==> src/vdmc_pkg.sv <==
// Shared constants, types and address helpers for the memory controller
package vdmc_pkg;

  // ----------------------------------------------------------------
  // Clock and timing
  // ----------------------------------------------------------------
  localparam int CLK_MHZ  = 50;
  localparam int FULL_NS  = 250;
  localparam int PAGE_NS  = 125;
  localparam int PRE_NS   = 80;
  localparam int FULL_CYC = (FULL_NS * CLK_MHZ + 999) / 1000;
  localparam int PAGE_CYC = (PAGE_NS * CLK_MHZ + 999) / 1000;
  localparam int PRE_CYC  = (PRE_NS * CLK_MHZ + 999) / 1000;
  localparam int RAS_CYC  = FULL_CYC - PAGE_CYC;
  localparam logic [1:0] DIV_LAST = 2'h2;
  localparam logic [3:0] FULL_TOP = 4'(FULL_CYC - 1);
  localparam logic [3:0] CAS_TOP  = 4'(PAGE_CYC - 1);
  localparam logic [3:0] RAS_TOP  = 4'(RAS_CYC - 1);
  localparam logic [3:0] PRE_TOP  = 4'(PRE_CYC - 1);
  localparam logic [3:0] CAS_END  = 4'h2;
  localparam logic [1:0] BEAT_LAST = 2'h3;

  // ----------------------------------------------------------------
  // Address fields of the processor bus
  // ----------------------------------------------------------------
  localparam int ADDR_W   = 26;
  localparam int DRAM_AW  = 12;
  localparam int LPN_W    = 13;
  localparam int PPN_W    = 7;
  localparam int CAM_DEPTH = 128;
  localparam int CAM_SEL_BIT = 22;
  localparam logic [2:0] TOP_IO  = 3'h6;
  localparam logic [2:0] TOP_ROM = 3'h7;
  localparam logic [1:0] TOP_PHYS = 2'h2;
  localparam logic [2:0] SEL_CTRL   = 3'h0;
  localparam logic [2:0] SEL_VIDEO  = 3'h1;
  localparam logic [2:0] SEL_CURSOR = 3'h2;
  localparam logic [2:0] SEL_SOUND  = 3'h3;
  localparam logic [1:0] PS_RESET = 2'h0;
  localparam logic [1:0] PROT_RW  = 2'h0;
  localparam logic [1:0] PROT_RO  = 2'h1;

  typedef enum logic [2:0] {S_IDLE, S_PRE, S_RAS, S_CAS, S_SLOW, S_DONE} state_t;

  // Physical column bits above the in-page offset, per page size
  function automatic logic [9:0] colOf(input logic [6:0] ppn, input logic [2:0] off,
                                       input logic [1:0] ps);
    case (ps)
      2'h0:    colOf = {3'h0, ppn};
      2'h1:    colOf = {2'h0, ppn, off[0]};
      2'h2:    colOf = {1'h0, ppn, off[1:0]};
      default: colOf = {ppn, off};
    endcase
  endfunction

endpackage

==> src/cam_table.sv <==
// Associative logical-to-physical page table, one entry per physical page
`timescale 1ns/10ps
module cam_table (
  input  wire logic                        mclk,
  input  wire logic                        arst_n,
  input  wire logic                        wrEn,
  input  wire logic [6:0]                  wrIdx,
  input  wire logic [vdmc_pkg::LPN_W-1:0]  wrLpn,
  input  wire logic [1:0]                  wrProt,
  input  wire logic                        lookEn,
  input  wire logic [vdmc_pkg::LPN_W-1:0]  lookLpn,
  output logic                             hit_q,
  output logic [6:0]                       ppn_q,
  output logic [1:0]                       prot_q
);

  logic [vdmc_pkg::LPN_W-1:0] lpnMem [vdmc_pkg::CAM_DEPTH];
  logic [1:0]                 protMem [vdmc_pkg::CAM_DEPTH];
  logic [vdmc_pkg::CAM_DEPTH-1:0] valid_q;
  logic                       hitD;
  logic [6:0]                 ppnD;

  // Match search; the lowest matching entry wins if software doubles up
  always_comb begin
    hitD = 1'b0;
    ppnD = 7'h00;
    for (int i = vdmc_pkg::CAM_DEPTH - 1; i >= 0; i--) begin
      if (valid_q[i] && lpnMem[i] == lookLpn) begin
        hitD = 1'b1;
        ppnD = 7'(i);
      end
    end
  end

  // Entry storage; only valid bits need a reset value
  always_ff @(posedge mclk) begin
    if (wrEn) begin
      lpnMem[wrIdx]  <= wrLpn;
      protMem[wrIdx] <= wrProt;
    end
  end

  always_ff @(posedge mclk or negedge arst_n) begin
    if (!arst_n) begin
      valid_q <= '0;
    end else if (wrEn) begin
      valid_q[wrIdx] <= 1'b1;
    end
  end

  // Lookup result held until the next lookup
  always_ff @(posedge mclk or negedge arst_n) begin
    if (!arst_n) begin
      hit_q  <= 1'b0;
      ppn_q  <= 7'h00;
      prot_q <= 2'h0;
    end else if (lookEn) begin
      hit_q  <= hitD;
      ppn_q  <= ppnD;
      prot_q <= protMem[ppnD];
    end
  end

endmodule

==> src/virtual_dram_memory_controller.sv <==
// Memory controller: clocks, decode, page translation, DRAM timing and DMA
`timescale 1ns/10ps
// How it works
// - Divide master clock by three for processor.
// - All system timing from the one clock.
// - Register writes carry data on address bits.
// - ROM select at nonsequential start, drop otherwise.
// - Separate selects for DRAM, ROM, I/O.
// - Drive DRAM array up to 4 Mbytes.
// - Sequential references use page-mode cycles.
// - 128-entry associative logical page lookup.
// - Page size 4K to 32K selectable.
// - One descriptor per each of 128 physical pages.
// - Row untranslated, column carries physical page.
// - Three protection levels checked per access.
// - Internal video, cursor, sound DMA address generators.
// - Arbitrate memory; controller sources every address.
// - DMA burst: one full then three page cycles.
// - Stall processor; device latches on ack fall.
module virtual_dram_memory_controller (
  input  wire logic                 mclk,
  input  wire logic                 arst_n,
  input  wire logic [25:0]          cpuAddr,
  input  wire logic                 cpuMreqN,
  input  wire logic                 cpuSeq,
  input  wire logic                 cpuWrite,
  input  wire logic                 cpuPriv,
  input  wire logic [2:0]           dmaReq,
  output logic                      procClk_q,
  output logic                      refClk_q,
  output logic                      cpuStall_q,
  output logic                      cpuAbort_q,
  output logic                      rasN_q,
  output logic                      casN_q,
  output logic                      dramWeN_q,
  output logic [11:0]               dramAddr_q,
  output logic                      romSelN_q,
  output logic                      ioSelN_q,
  output logic [2:0]                dmaAck_q
);

  // ----------------------------------------------------------------
  // Pin synchronisers
  // ----------------------------------------------------------------
  logic [32:0] sync1_q;
  logic [32:0] sync2_q;

  // Two stages before anything reads a pin
  always_ff @(posedge mclk or negedge arst_n) begin
    if (!arst_n) begin
      // Request pin idles high, so reset shows no request
      sync1_q <= {6'h00, 1'b1, 26'h0000000};
      sync2_q <= {6'h00, 1'b1, 26'h0000000};
    end else begin
      sync1_q <= {dmaReq, cpuPriv, cpuWrite, cpuSeq, cpuMreqN, cpuAddr};
      sync2_q <= sync1_q;
    end
  end

  wire [25:0] la      = sync2_q[25:0];
  wire        mreq    = ~sync2_q[26];
  wire        seq     = sync2_q[27];
  wire        wr      = sync2_q[28];
  wire        priv    = sync2_q[29];
  wire [2:0]  dmaReqS = sync2_q[32:30];

  // ----------------------------------------------------------------
  // Clock divider
  // ----------------------------------------------------------------
  logic [1:0] div_q;
  wire        cpuEn = (div_q == vdmc_pkg::DIV_LAST);

  // One enable pulse in three master cycles
  always_ff @(posedge mclk or negedge arst_n) begin
    if (!arst_n) begin
      div_q <= 2'h0;
    end else begin
      div_q <= cpuEn ? 2'h0 : div_q + 2'h1;
    end
  end

  // ----------------------------------------------------------------
  // Address decode
  // ----------------------------------------------------------------
  wire isLog  = ~la[25];
  wire isPhys = (la[25:24] == vdmc_pkg::TOP_PHYS);
  wire isIo   = (la[25:23] == vdmc_pkg::TOP_IO);
  wire isRom  = (la[25:23] == vdmc_pkg::TOP_ROM) && !wr;
  wire isRegW = (la[25:23] == vdmc_pkg::TOP_ROM) && wr;
  // User mode may touch only logical memory and ROM
  wire userBad = !priv && (isPhys || isIo || isRegW);

  // ----------------------------------------------------------------
  // Register-write buffer (two entries)
  // ----------------------------------------------------------------
  logic [22:0] buf_q [2];
  logic [1:0]  bufCnt_q;
  logic        camLook;
  wire         bufInReady = (bufCnt_q != 2'h2);
  wire         bufOutValid = (bufCnt_q != 2'h0);
  // The table cannot take a write in a lookup cycle
  wire         bufOutReady = !camLook;
  wire         bufPop = bufOutValid && bufOutReady;
  logic        bufPush;
  wire [22:0]  head = buf_q[0];
  wire         headCam = head[vdmc_pkg::CAM_SEL_BIT];
  wire [2:0]   headSel = head[21:19];
  wire [19:0]  headBase = {head[18:2], 3'h0};

  // Shift-out buffer; push lands behind whatever remains
  always_ff @(posedge mclk or negedge arst_n) begin
    if (!arst_n) begin
      bufCnt_q <= 2'h0;
      buf_q[0] <= 23'h000000;
      buf_q[1] <= 23'h000000;
    end else begin
      if (bufPop) begin
        buf_q[0] <= buf_q[1];
      end
      if (bufPush) begin
        buf_q[(bufCnt_q == 2'h2 || (bufCnt_q == 2'h1 && !bufPop)) ? 1 : 0] <= la[22:0];
      end
      bufCnt_q <= bufCnt_q + {1'b0, bufPush} - {1'b0, bufPop};
    end
  end

  // ----------------------------------------------------------------
  // Control register and DMA address generators
  // ----------------------------------------------------------------
  logic [1:0]  ps_q;
  logic [19:0] ptr_q [3];
  logic [1:0]  chan_q;
  logic        dmaFinish;
  wire         ctrlWr = bufPop && !headCam && headSel == vdmc_pkg::SEL_CTRL;

  // Page size and DMA start words decoded from the buffered address
  always_ff @(posedge mclk or negedge arst_n) begin
    if (!arst_n) begin
      ps_q <= vdmc_pkg::PS_RESET;
      for (int i = 0; i < 3; i++) begin
        ptr_q[i] <= 20'h00000;
      end
    end else begin
      if (ctrlWr) begin
        ps_q <= head[3:2];
      end
      if (dmaFinish) begin
        ptr_q[chan_q] <= ptr_q[chan_q] + 20'h00004;
      end
      for (int i = 0; i < 3; i++) begin
        if (bufPop && !headCam && headSel == 3'(i + 1)) begin
          ptr_q[i] <= headBase;
        end
      end
    end
  end

  // ----------------------------------------------------------------
  // Page table
  // ----------------------------------------------------------------
  logic       camHit;
  logic [6:0] camPpn;
  logic [1:0] camProt;
  wire [12:0] lookLpn = la[24:12] >> ps_q;

  cam_table camTable (
    .mclk    (mclk),
    .arst_n  (arst_n),
    .wrEn    (bufPop && headCam),
    .wrIdx   (head[6:0]),
    .wrLpn   (head[21:9]),
    .wrProt  (head[8:7]),
    .lookEn  (camLook),
    .lookLpn (lookLpn),
    .hit_q   (camHit),
    .ppn_q   (camPpn),
    .prot_q  (camProt)
  );

  // ----------------------------------------------------------------
  // Arbitration and request capture
  // ----------------------------------------------------------------
  vdmc_pkg::state_t state_q;
  vdmc_pkg::state_t stateD;
  logic [3:0]  cnt_q;
  logic [3:0]  cntD;
  logic [1:0]  beat_q;
  logic        served_q;
  logic        relDue_q;
  logic        kindDma_q;
  logic        kindLog_q;
  logic        romK_q;
  logic        wr_q;
  logic        priv_q;
  logic [7:0]  tgtRow_q;
  logic [9:0]  physHi_q;
  logic [7:0]  openRow_q;

  // Video first: a starved display is the most visible failure
  wire [1:0]  grantCh = dmaReqS[0] ? 2'h0 : (dmaReqS[1] ? 2'h1 : 2'h2);
  wire [19:0] gPtr = ptr_q[grantCh];
  wire        atBoundary = (state_q == vdmc_pkg::S_IDLE) && cpuEn;
  wire        takeDma = atBoundary && (dmaReqS != 3'h0);
  wire        takeCpu = atBoundary && !takeDma && mreq && !served_q
                        && !(isRegW && !userBad && !bufInReady);
  wire        takeDram = takeCpu && !userBad && (isLog || isPhys);
  wire [7:0]  rowNext = takeDma ? gPtr[9:2] : la[11:4];
  wire        rowOpen = !rasN_q;
  wire        pageHit = rowOpen && seq && rowNext == openRow_q;

  assign bufPush = takeCpu && isRegW && !userBad;
  assign camLook = takeDram && isLog;

  // Access check once the lookup result has landed
  wire protOk = priv_q || camProt == vdmc_pkg::PROT_RW
                || (camProt == vdmc_pkg::PROT_RO && !wr_q);
  wire accessOk = !kindLog_q || (camHit && protOk);
  wire casFirst = (state_q == vdmc_pkg::S_CAS) && cnt_q == vdmc_pkg::CAS_TOP;
  wire lateAbort = casFirst && !accessOk;
  wire earlyAbort = takeCpu && userBad;
  // Old request still in the synchronisers: hold the clock one slot
  wire holdOff = served_q && relDue_q;
  wire cntZero = (cnt_q == 4'h0);

  // ----------------------------------------------------------------
  // Sequencer
  // ----------------------------------------------------------------
  // Next state and counter
  always_comb begin
    stateD = state_q;
    cntD = cntZero ? 4'h0 : cnt_q - 4'h1;
    dmaFinish = 1'b0;
    case (state_q)
      vdmc_pkg::S_IDLE: begin
        if (takeDma || takeDram) begin
          if (!takeDma && pageHit) begin
            stateD = vdmc_pkg::S_CAS;
            cntD = vdmc_pkg::CAS_TOP;
          end else if (rowOpen) begin
            stateD = vdmc_pkg::S_PRE;
            cntD = vdmc_pkg::PRE_TOP;
          end else begin
            stateD = vdmc_pkg::S_RAS;
            cntD = vdmc_pkg::RAS_TOP;
          end
        end else if (takeCpu && !userBad && !isRegW) begin
          stateD = vdmc_pkg::S_SLOW;
          cntD = vdmc_pkg::FULL_TOP;
        end else if (takeCpu) begin
          stateD = vdmc_pkg::S_DONE;
        end
      end
      vdmc_pkg::S_PRE: begin
        if (cntZero) begin
          stateD = vdmc_pkg::S_RAS;
          cntD = vdmc_pkg::RAS_TOP;
        end
      end
      vdmc_pkg::S_RAS: begin
        if (cntZero) begin
          stateD = vdmc_pkg::S_CAS;
          cntD = vdmc_pkg::CAS_TOP;
        end
      end
      vdmc_pkg::S_CAS: begin
        if (lateAbort) begin
          stateD = vdmc_pkg::S_DONE;
        end else if (cntZero && kindDma_q && beat_q != vdmc_pkg::BEAT_LAST) begin
          cntD = vdmc_pkg::CAS_TOP;
        end else if (cntZero) begin
          stateD = kindDma_q ? vdmc_pkg::S_IDLE : vdmc_pkg::S_DONE;
          dmaFinish = kindDma_q;
        end
      end
      vdmc_pkg::S_SLOW: begin
        if (cntZero) begin
          stateD = vdmc_pkg::S_DONE;
        end
      end
      vdmc_pkg::S_DONE: begin
        stateD = vdmc_pkg::S_IDLE;
      end
      default: begin
        stateD = vdmc_pkg::S_IDLE;
      end
    endcase
  end

  always_ff @(posedge mclk or negedge arst_n) begin
    if (!arst_n) begin
      state_q <= vdmc_pkg::S_IDLE;
      cnt_q <= 4'h0;
    end else begin
      state_q <= stateD;
      cnt_q <= cntD;
    end
  end

  // Request attributes held for the whole access
  always_ff @(posedge mclk or negedge arst_n) begin
    if (!arst_n) begin
      kindDma_q <= 1'b0;
      kindLog_q <= 1'b0;
      romK_q <= 1'b0;
      wr_q <= 1'b0;
      priv_q <= 1'b0;
      chan_q <= 2'h0;
      tgtRow_q <= 8'h00;
      physHi_q <= 10'h000;
      beat_q <= 2'h0;
      served_q <= 1'b0;
      relDue_q <= 1'b0;
    end else begin
      if (takeDma || takeCpu) begin
        kindDma_q <= takeDma;
        kindLog_q <= !takeDma && isLog;
        romK_q <= isRom;
        wr_q <= wr;
        priv_q <= priv;
        chan_q <= grantCh;
        tgtRow_q <= rowNext;
        physHi_q <= takeDma ? gPtr[19:10] : la[21:12];
        beat_q <= 2'h0;
      end else if (state_q == vdmc_pkg::S_CAS && cntZero) begin
        beat_q <= beat_q + 2'h1;
      end
      // Synced pins lag two cycles, so the finished access stays served
      // through the boundary after its clock pulse, or it would run twice
      if (state_q == vdmc_pkg::S_DONE) begin
        served_q <= 1'b1;
      end else if (cpuEn && relDue_q) begin
        served_q <= 1'b0;
      end
      if (state_q == vdmc_pkg::S_DONE || cpuEn) begin
        relDue_q <= 1'b0;
      end else if (procClk_q && served_q) begin
        relDue_q <= 1'b1;
      end
    end
  end

  // ----------------------------------------------------------------
  // DRAM, select and clock outputs
  // ----------------------------------------------------------------
  wire        casOn = (state_q == vdmc_pkg::S_CAS) && cnt_q < vdmc_pkg::CAS_TOP
                      && cnt_q >= vdmc_pkg::CAS_END;
  wire [9:0]  colHi = kindLog_q ? vdmc_pkg::colOf(camPpn, la[14:12], ps_q) : physHi_q;
  wire [11:0] colAddr = {colHi, kindDma_q ? beat_q : la[3:2]};
  wire [11:0] rowAddr = {4'h0, takeDma || takeDram ? rowNext : tgtRow_q};
  wire        closeRow = (stateD == vdmc_pkg::S_PRE) || lateAbort || earlyAbort;

  // Address pins carry only controller-made addresses
  always_ff @(posedge mclk or negedge arst_n) begin
    if (!arst_n) begin
      rasN_q <= 1'b1;
      casN_q <= 1'b1;
      dramWeN_q <= 1'b1;
      dramAddr_q <= 12'h000;
      openRow_q <= 8'h00;
    end else begin
      dramAddr_q <= (state_q == vdmc_pkg::S_CAS) ? colAddr : rowAddr;
      casN_q <= !casOn;
      dramWeN_q <= !(casOn && wr_q && !kindDma_q);
      if (closeRow) begin
        rasN_q <= 1'b1;
      end else if (stateD == vdmc_pkg::S_RAS) begin
        rasN_q <= 1'b0;
        openRow_q <= tgtRow_q;
        if (state_q == vdmc_pkg::S_IDLE) begin
          openRow_q <= rowNext;
        end
      end
    end
  end

  // Selects, acknowledges, abort and clocks
  always_ff @(posedge mclk or negedge arst_n) begin
    if (!arst_n) begin
      romSelN_q <= 1'b1;
      ioSelN_q <= 1'b1;
      dmaAck_q <= 3'h0;
      cpuAbort_q <= 1'b0;
      cpuStall_q <= 1'b0;
      procClk_q <= 1'b0;
      refClk_q <= 1'b0;
    end else begin
      // Early ROM select buys slow ROM a head start
      romSelN_q <= !((takeCpu && !seq) || (state_q == vdmc_pkg::S_SLOW && romK_q));
      ioSelN_q <= !(state_q == vdmc_pkg::S_SLOW && !romK_q);
      dmaAck_q <= (casOn && kindDma_q) ? 3'(1 << chan_q) : 3'h0;
      cpuAbort_q <= lateAbort || earlyAbort;
      cpuStall_q <= (stateD != vdmc_pkg::S_IDLE);
      procClk_q <= cpuEn && stateD == vdmc_pkg::S_IDLE && !holdOff;
      refClk_q <= cpuEn;
    end
  end
endmodule

==> config.mk <==
export PLATFORM = sky130hd
export DESIGN_NAME = virtual_dram_memory_controller
export DESIGN_NICKNAME = d
export VERILOG_FILES = /design/src/vdmc_pkg.sv /design/src/cam_table.sv /design/src/virtual_dram_memory_controller.sv
export SDC_FILE = /design/constraint.sdc
export NUM_CORES = 2
export LEC_CHECK = 0
export BUFFER_PORTS_ARGS = -buffer_cell sky130_fd_sc_hd__buf_2
export CORE_MARGIN = 10
export CORE_UTILIZATION = 45
export CTS_CLUSTER_SIZE = 20
export DETAILED_ROUTE_END_ITERATION = 10
export HOLD_SLACK_MARGIN = 0.02
export PLACE_DENSITY = 0.65
export SLEW_MARGIN = 20
export SYNTH_ARGS = -nofsm -noshare
export SYNTH_HDL_FRONTEND = slang
export SYNTH_SLANG_ARGS = --single-unit
==> constraint.sdc <==
create_clock -name mclk -period 6 [get_ports mclk]
set_clock_uncertainty 0.05 [all_clocks]
set_input_delay 0.6 -clock mclk [delete_from_list [all_inputs] [get_ports mclk]]
set_output_delay 0.6 -clock mclk [all_outputs]
set_load 0.005 [all_outputs]
# Word level (Yosys, flattened, before mapping)
# Memories as Yosys holds them, arrays and structs flattened. A register that Yosys moved wholly into a read port is not among the register bits.
# Cells that the tools add are included.
# word_totals
register_bits	382
ram_bits	1920
input_bits	35
out_inout_bits	24
word_cells	777
n_memories	2
# op_classes
n_addsub	6
order_cmp	9
n_eq_ne	151
n_shift	2
mux	326
bitwise_logic	7
n_reduce_logical	236
# memory_table
name	words	word_bits	rd	rd_clocked_by_memory_dff	wr	line	text
camTable.lpnMem	128	13	128	0	1	cam_table.sv:17	logic [vdmc_pkg::LPN_W-1:0] lpnMem [vdmc_pkg::CAM_DEPTH];
camTable.protMem	128	2	1	1	1	cam_table.sv:18	logic [1:0] protMem [vdmc_pkg::CAM_DEPTH];
# op_table
cell	count
$eq 13x13->1	128
$mux 7	128
$logic_and 1x1->1	181
$mux 20	8
$mux 1	142
$or 128x128->128	1
$bmux 20 s2	2
$bwmux 60	1
$mux 60	1
$bwmux 46	1
$mux 23	2
$mux 46	1
$demux 20 s2	1
$mux 3	13
$ge 32x2->1 const B	1
$lt 32x1->1 const B	1
$not 1->32	1
$pmux 10 s3	1
$mux 4	7
$logic_not 1->1	24
$mux 8	3
$demux 23 s1	1
$add 20x3->20 const B	1
$mux 10	2
other kinds (34)	85

# Depth between registers and ports, before layout
# depth
ltp_word	131
mapped_depth	28
mapped_depth_nobuf	17

# Cells and area by module
# From an unflattened synthesis, not the netlist that was laid out.
# hier_totals
hier_cells	7238
hier_area_um2	102189.3
# by_module_without_submodules
module	n_inst	cells_each	area_each_um2	seq_area_each_um2
cam_table	1	6160	91134.9	61108.6
virtual_dram_memory_controller	1	1078	11054.4	6014.5

# Worst setup path before layout
# Ideal clock, no wire load.
# synth_timing
path_type	flip-flop to flip-flop
start	register ps_q[0]
end	register camTable.prot_q[1] (read register of camTable.protMem)
setup_time_ps	135
t_arrival_ps	4832
t_required_ps	5815
path_slack_ps	983
path_stages_with_launch	21
n_path_buf	4
period_less_slack_ps	5017
path_cell_list	dfrtp_1 buf_6 buf_8 or3b_1 buf_2 xnor2_1 or4_1 nor4b_1 and4_1 o21ai_1 and3_1 o311ai_0 a2111oi_0 a211o_1 a21oi_4 o21a_1 buf_6 mux4_2 mux2_2 o221ai_1 nand4_1
# synth_between
elab_chain_cells	131
word_cells_on_any_way	385
classes_between	eq/ne (128); shift (1); mux (128); reduce/logical (128)
# synth_rtl
element	line	text
start, declared	virtual_dram_memory_controller.sv:130	logic [1:0] ps_q;
start signal, assigned	virtual_dram_memory_controller.sv:139	ps_q <= vdmc_pkg::PS_RESET;
start signal, assigned	virtual_dram_memory_controller.sv:145	ps_q <= head[3:2];
$shr 13x2->13 (*)	virtual_dram_memory_controller.sv:164	wire [12:0] lookLpn = la[24:12] >> ps_q;
$eq 13x13->1	cam_table.sv:28	if (valid_q[i] && lpnMem[i] == lookLpn) begin
$logic_and 1x1->1	cam_table.sv:28	
$mux 7 (127 in series)	cam_table.sv:28	
$mux 7 (*)	cam_table.sv:28	
end, declared	cam_table.sv:14	output logic [1:0] prot_q
# Every way passes the cells marked *; elsewhere a longest branch is shown, timed or not.
# A chain may end at the register's enable or synchronous reset.

# Final worst setup path
# layout_timing
start	register ps_q[1]
end	register camTable.prot_q[0] (read register of camTable.protMem)
# The elaborated chain is that of the path after synthesis.

==> metrics.cfg <==
[synthesis]
synth-xor-area-share = 0.151
yosys.area_share.simple = 0.0882
synthMuxAreaShare = 0.0460
syn_avg_cell_area_sq_um = 13.6
synth_edf_count = 1920
synth_seq_area_share = 0.633
synthesis.area_sq_um = 106000
ys_seq_elements = 2298
synthAdderAreaFrac = 0.000472
synthFlopType = edfxtp_1
synth_top_family_by_area = XOR/XNOR gates
ys_types = 98
syn_inst = 7805
synth-async-reset-ratio = 0.164
synth-compound-area-share = 0.0560
yosys_warnings = 0
syn_nets = 7844

[place]
place_ws_ps = -865
dp_cells = 11400
place_hpwl_um = 238000
place.gp.congestion = 0.955
io_buffer_count = 58

[timing]
max-slew-margin-rel = 0.268
setup_viol = 1
min_period_over_period = 1.01
fmax_mhz = 166
fin_ws_ps = -37.3
final_hold_viol_count = 0
min_period_ps = 6040
worst_slew_pin_slew_ps = 1100
slew_viol_final = 0

[cts]
cts_tree = yes
cts_max_path_buffers = 3
clock_latency_ps = 910
numCtsBuffers = 230
cts.sinks = 2298
cts_root_buf = clkbuf_16
cts-htree-levels = 4
cts.clk_slew.worst_paths_ps = 60

[critical_path]
crit_family = compound AO/OA/AOI/OAI gates
cp-start-kind = flop
setup.worst_path.end_class = flop
path_buf_inv = 7
cp_cell_sequence = buf_12, mux2i_4, buf_4, buf_12, buf_4, xnor2_1, nor3_1, nor2_1, or4_1, and2_1, o21ai_0, a21oi_4, a2111oi_2, buf_4, a211o_1, a21oi_4, o21a_4, clkbuf_16, buf_4, o221ai_1, a21oi_1, o21ai_0, o211a_1, o2111ai_1
worst_ep_required_time_ps = 6700
cp.arrival_ps = 6740
crit_path_frequent_cell = buf_4
cp_max_fo = 12
slowest_delay_ps = 590
crit_type = flop to flop
crit_slowest_cell = or4_1
reg2reg_slack_ps = -40

[routing]
drt_iter0_drc = 9595
wl_um = 371000
viasPerCell = 6.02
routedWlPerCell_um = 31.1
drc = 0
dr_total_vias = 71900
antenna_left = 0
first_pass_iters = 6

[finish]
layout-drive-gt1-share = 0.194
stdcell_count = 12000
finalNetCount = 8632
final_common_cell = edfxtp_1
areaGrowthSynthToFinish_pct = 18.4
final_cell_mix = edfxtp_1, xnor2_1, buf_4
final_util = 0.535
fillCellCount = 19200

[pwr]
power.leakage_nw = 39.5
sequentialPowerShare = 0.494
p_clk_frac = 0.426
p_per_area_nw_per_um2 = 282
worst_ir_drop_vdd_uv = 302
p_sw_mw = 8.40
swShare = 0.237
power_mw = 35.4
intPower_mw = 27.0
combPwrFrac = 0.080

[global_route]
antenna_found_initial = 10
grt_max_degree = 153
grt_pass1_wl_um = 517000
grt_pass1_vias = 70100
grt_util_all_layers = 0.277
grt_overflow = 0

[run]
maxCapViolations = 0

[floorplan]
die_area_sq_um = 256000
die_w_um = 506
start_util = 0.452
rows = 178
core_sq_um = 235000
chipHeight_um = 506
ioPinCount = 59

[outcome]
outcome = finished with violations
violations = setup timing

[min_path]
hold_path_class = input port to asynchronous set/reset pin

-- kinds of logic after synthesis --
family	count (synthesis)
AO/OA/AOI/OAI	900
flip-flops	2298
adder cells (fa/ha/maj)	4
buffers and inverters	504
AND/OR/NAND/NOR	1807
multiplexers	459
XOR/XNOR	1833
-- per-stage QoR --
step / setup TNS [ps] / cell area, sq um / hold WS [ps]
2_1_floorplan: 0 / 106000 / 254
4_1_cts: 0 / 124000 / 220
5_1_grt: -83.3 / 126000 / 266
3_3_place_gp: -1390 / 116000 / 282
6_report: -37.3 / 126000 / 252
3_5_place_dp: -1710 / 116000 / 285
-- sequential cells by signal (all words and copies together), names as in the netlist, 3 cells and up --
signal and flops:
buf_q 23, camTable.lpnMem 1664, camTable.ppn_q 7, camTable.protMem 256, camTable.valid_q 128, cnt_q 4, dmaAck_q 3, dramAddr_q 12
head 23, openRow_q 8, physHi_q 10, ptr_q 54, state_q 3, sync1_q 33, sync2_q 33, tgtRow_q 8
-- layer usage --
metal / track usage / part of all wire / routed length, um / vias to the layer above
li1: - / - / - / 30100
met5: 0 / 0.00010 / 37 / -
met1: 0.378 / 0.39 / 146000 / 36700
met4: 0.128 / 0.057 / 21200 / 6
met2: 0.431 / 0.45 / 166000 / 4180
met3: 0.0528 / 0.10 / 38200 / 895
-- worst register-to-register path: cells and delay by family, from the launching register on --
family,cells,cell delay (ps)
AND/OR/NAND/NOR,4,1200
buffers and inverters,7,1400
flip-flops,1,530
XOR/XNOR,1,90
AO/OA/AOI/OAI,11,2220
multiplexers,1,400
-- Yosys cell counts, types with 52 or more instances --
| library cell | n | share of area |
|---|---|---|
| mux2i_1 | 401 | 0.038 |
| edfxtp_1 | 1920 | 0.54 |
| nand3_1 | 116 | 0.0055 |
| inv_1 | 55 | 0.0019 |
| or2_2 | 136 | 0.0080 |
| nor3_1 | 127 | 0.0060 |
| buf_4 | 85 | 0.0060 |
| a21oi_1 | 188 | 0.0089 |
| dfrtp_1 | 371 | 0.087 |
| nor2_1 | 394 | 0.014 |
| a211oi_1 | 59 | 0.0042 |
| o211ai_1 | 52 | 0.0037 |
| buf_2 | 184 | 0.0087 |
| nand2_1 | 383 | 0.014 |
| o2111ai_1 | 53 | 0.0044 |
| xnor2_1 | 1512 | 0.12 |
| or4_1 | 57 | 0.0040 |
| xor2_1 | 321 | 0.026 |
| o21ai_0 | 247 | 0.012 |
| nand4_1 | 224 | 0.013 |
| nor4_1 | 143 | 0.0084 |
| clkbuf_1 | 117 | 0.0041 |
-- path summary, 6_finish.rpt --
| path | end | start | cells after the start |
|---|---|---|---|
| max | camTable.prot_q[0] | ps_q[1] | 24 |
| min | camTable.valid_q[100] | arst_n | 2 |
| min reg2reg | sync2_q[9] | sync1_q[9] | 0 |
| max in group asynchronous | head[9] | arst_n | 3 |
| min in group mclk | sync1_q[11] | cpuAddr[11] | 2 |
| max reg2reg | camTable.prot_q[0] | ps_q[1] | 24 |
-- power by group through the flow --
| stage | sequential [mW] | combinational, mW | clock (mW) |
|---|---|---|---|
| floorplan | 17.8 | 1.66 | 0 |
| global placement | 17.8 | 2.67 | 0 |
| detailed placement | 17.8 | 2.70 | 0 |
| CTS | 17.5 | 2.76 | 15.2 |
| global route | 17.5 | 3.02 | 15.8 |
| finish | 17.5 | 2.84 | 15.1 |
-- final cells by class --
type / instances / area [sq um] / share of cell area
tap: 3150 / 3940 / 0.0314
multi-input combinational: 5003 / 37200 / 0.296
inverter: 56 / 215 / 0.00171
timing repair buffer: 1004 / 9280 / 0.0738
clock buffer: 301 / 6350 / 0.0505
sequential: 2298 / 67200 / 0.535
antenna: 4 / 10.0 / 0.0000796
clock inverter: 136 / 1540 / 0.0123
-- timing repair --
action | 4_1_cts | 5_1_grt
buffers inserted | 16 | 47
endpoints found under the hold margin | 74 | 0
cloned | 1 | 11
pin swaps | 7 | 34
setup endpoints to repair | 3 | 2
hold buffers | 34 | 0
resized for setup | 35 | 139
Note: power is estimated with default switching activity, not from simulation.
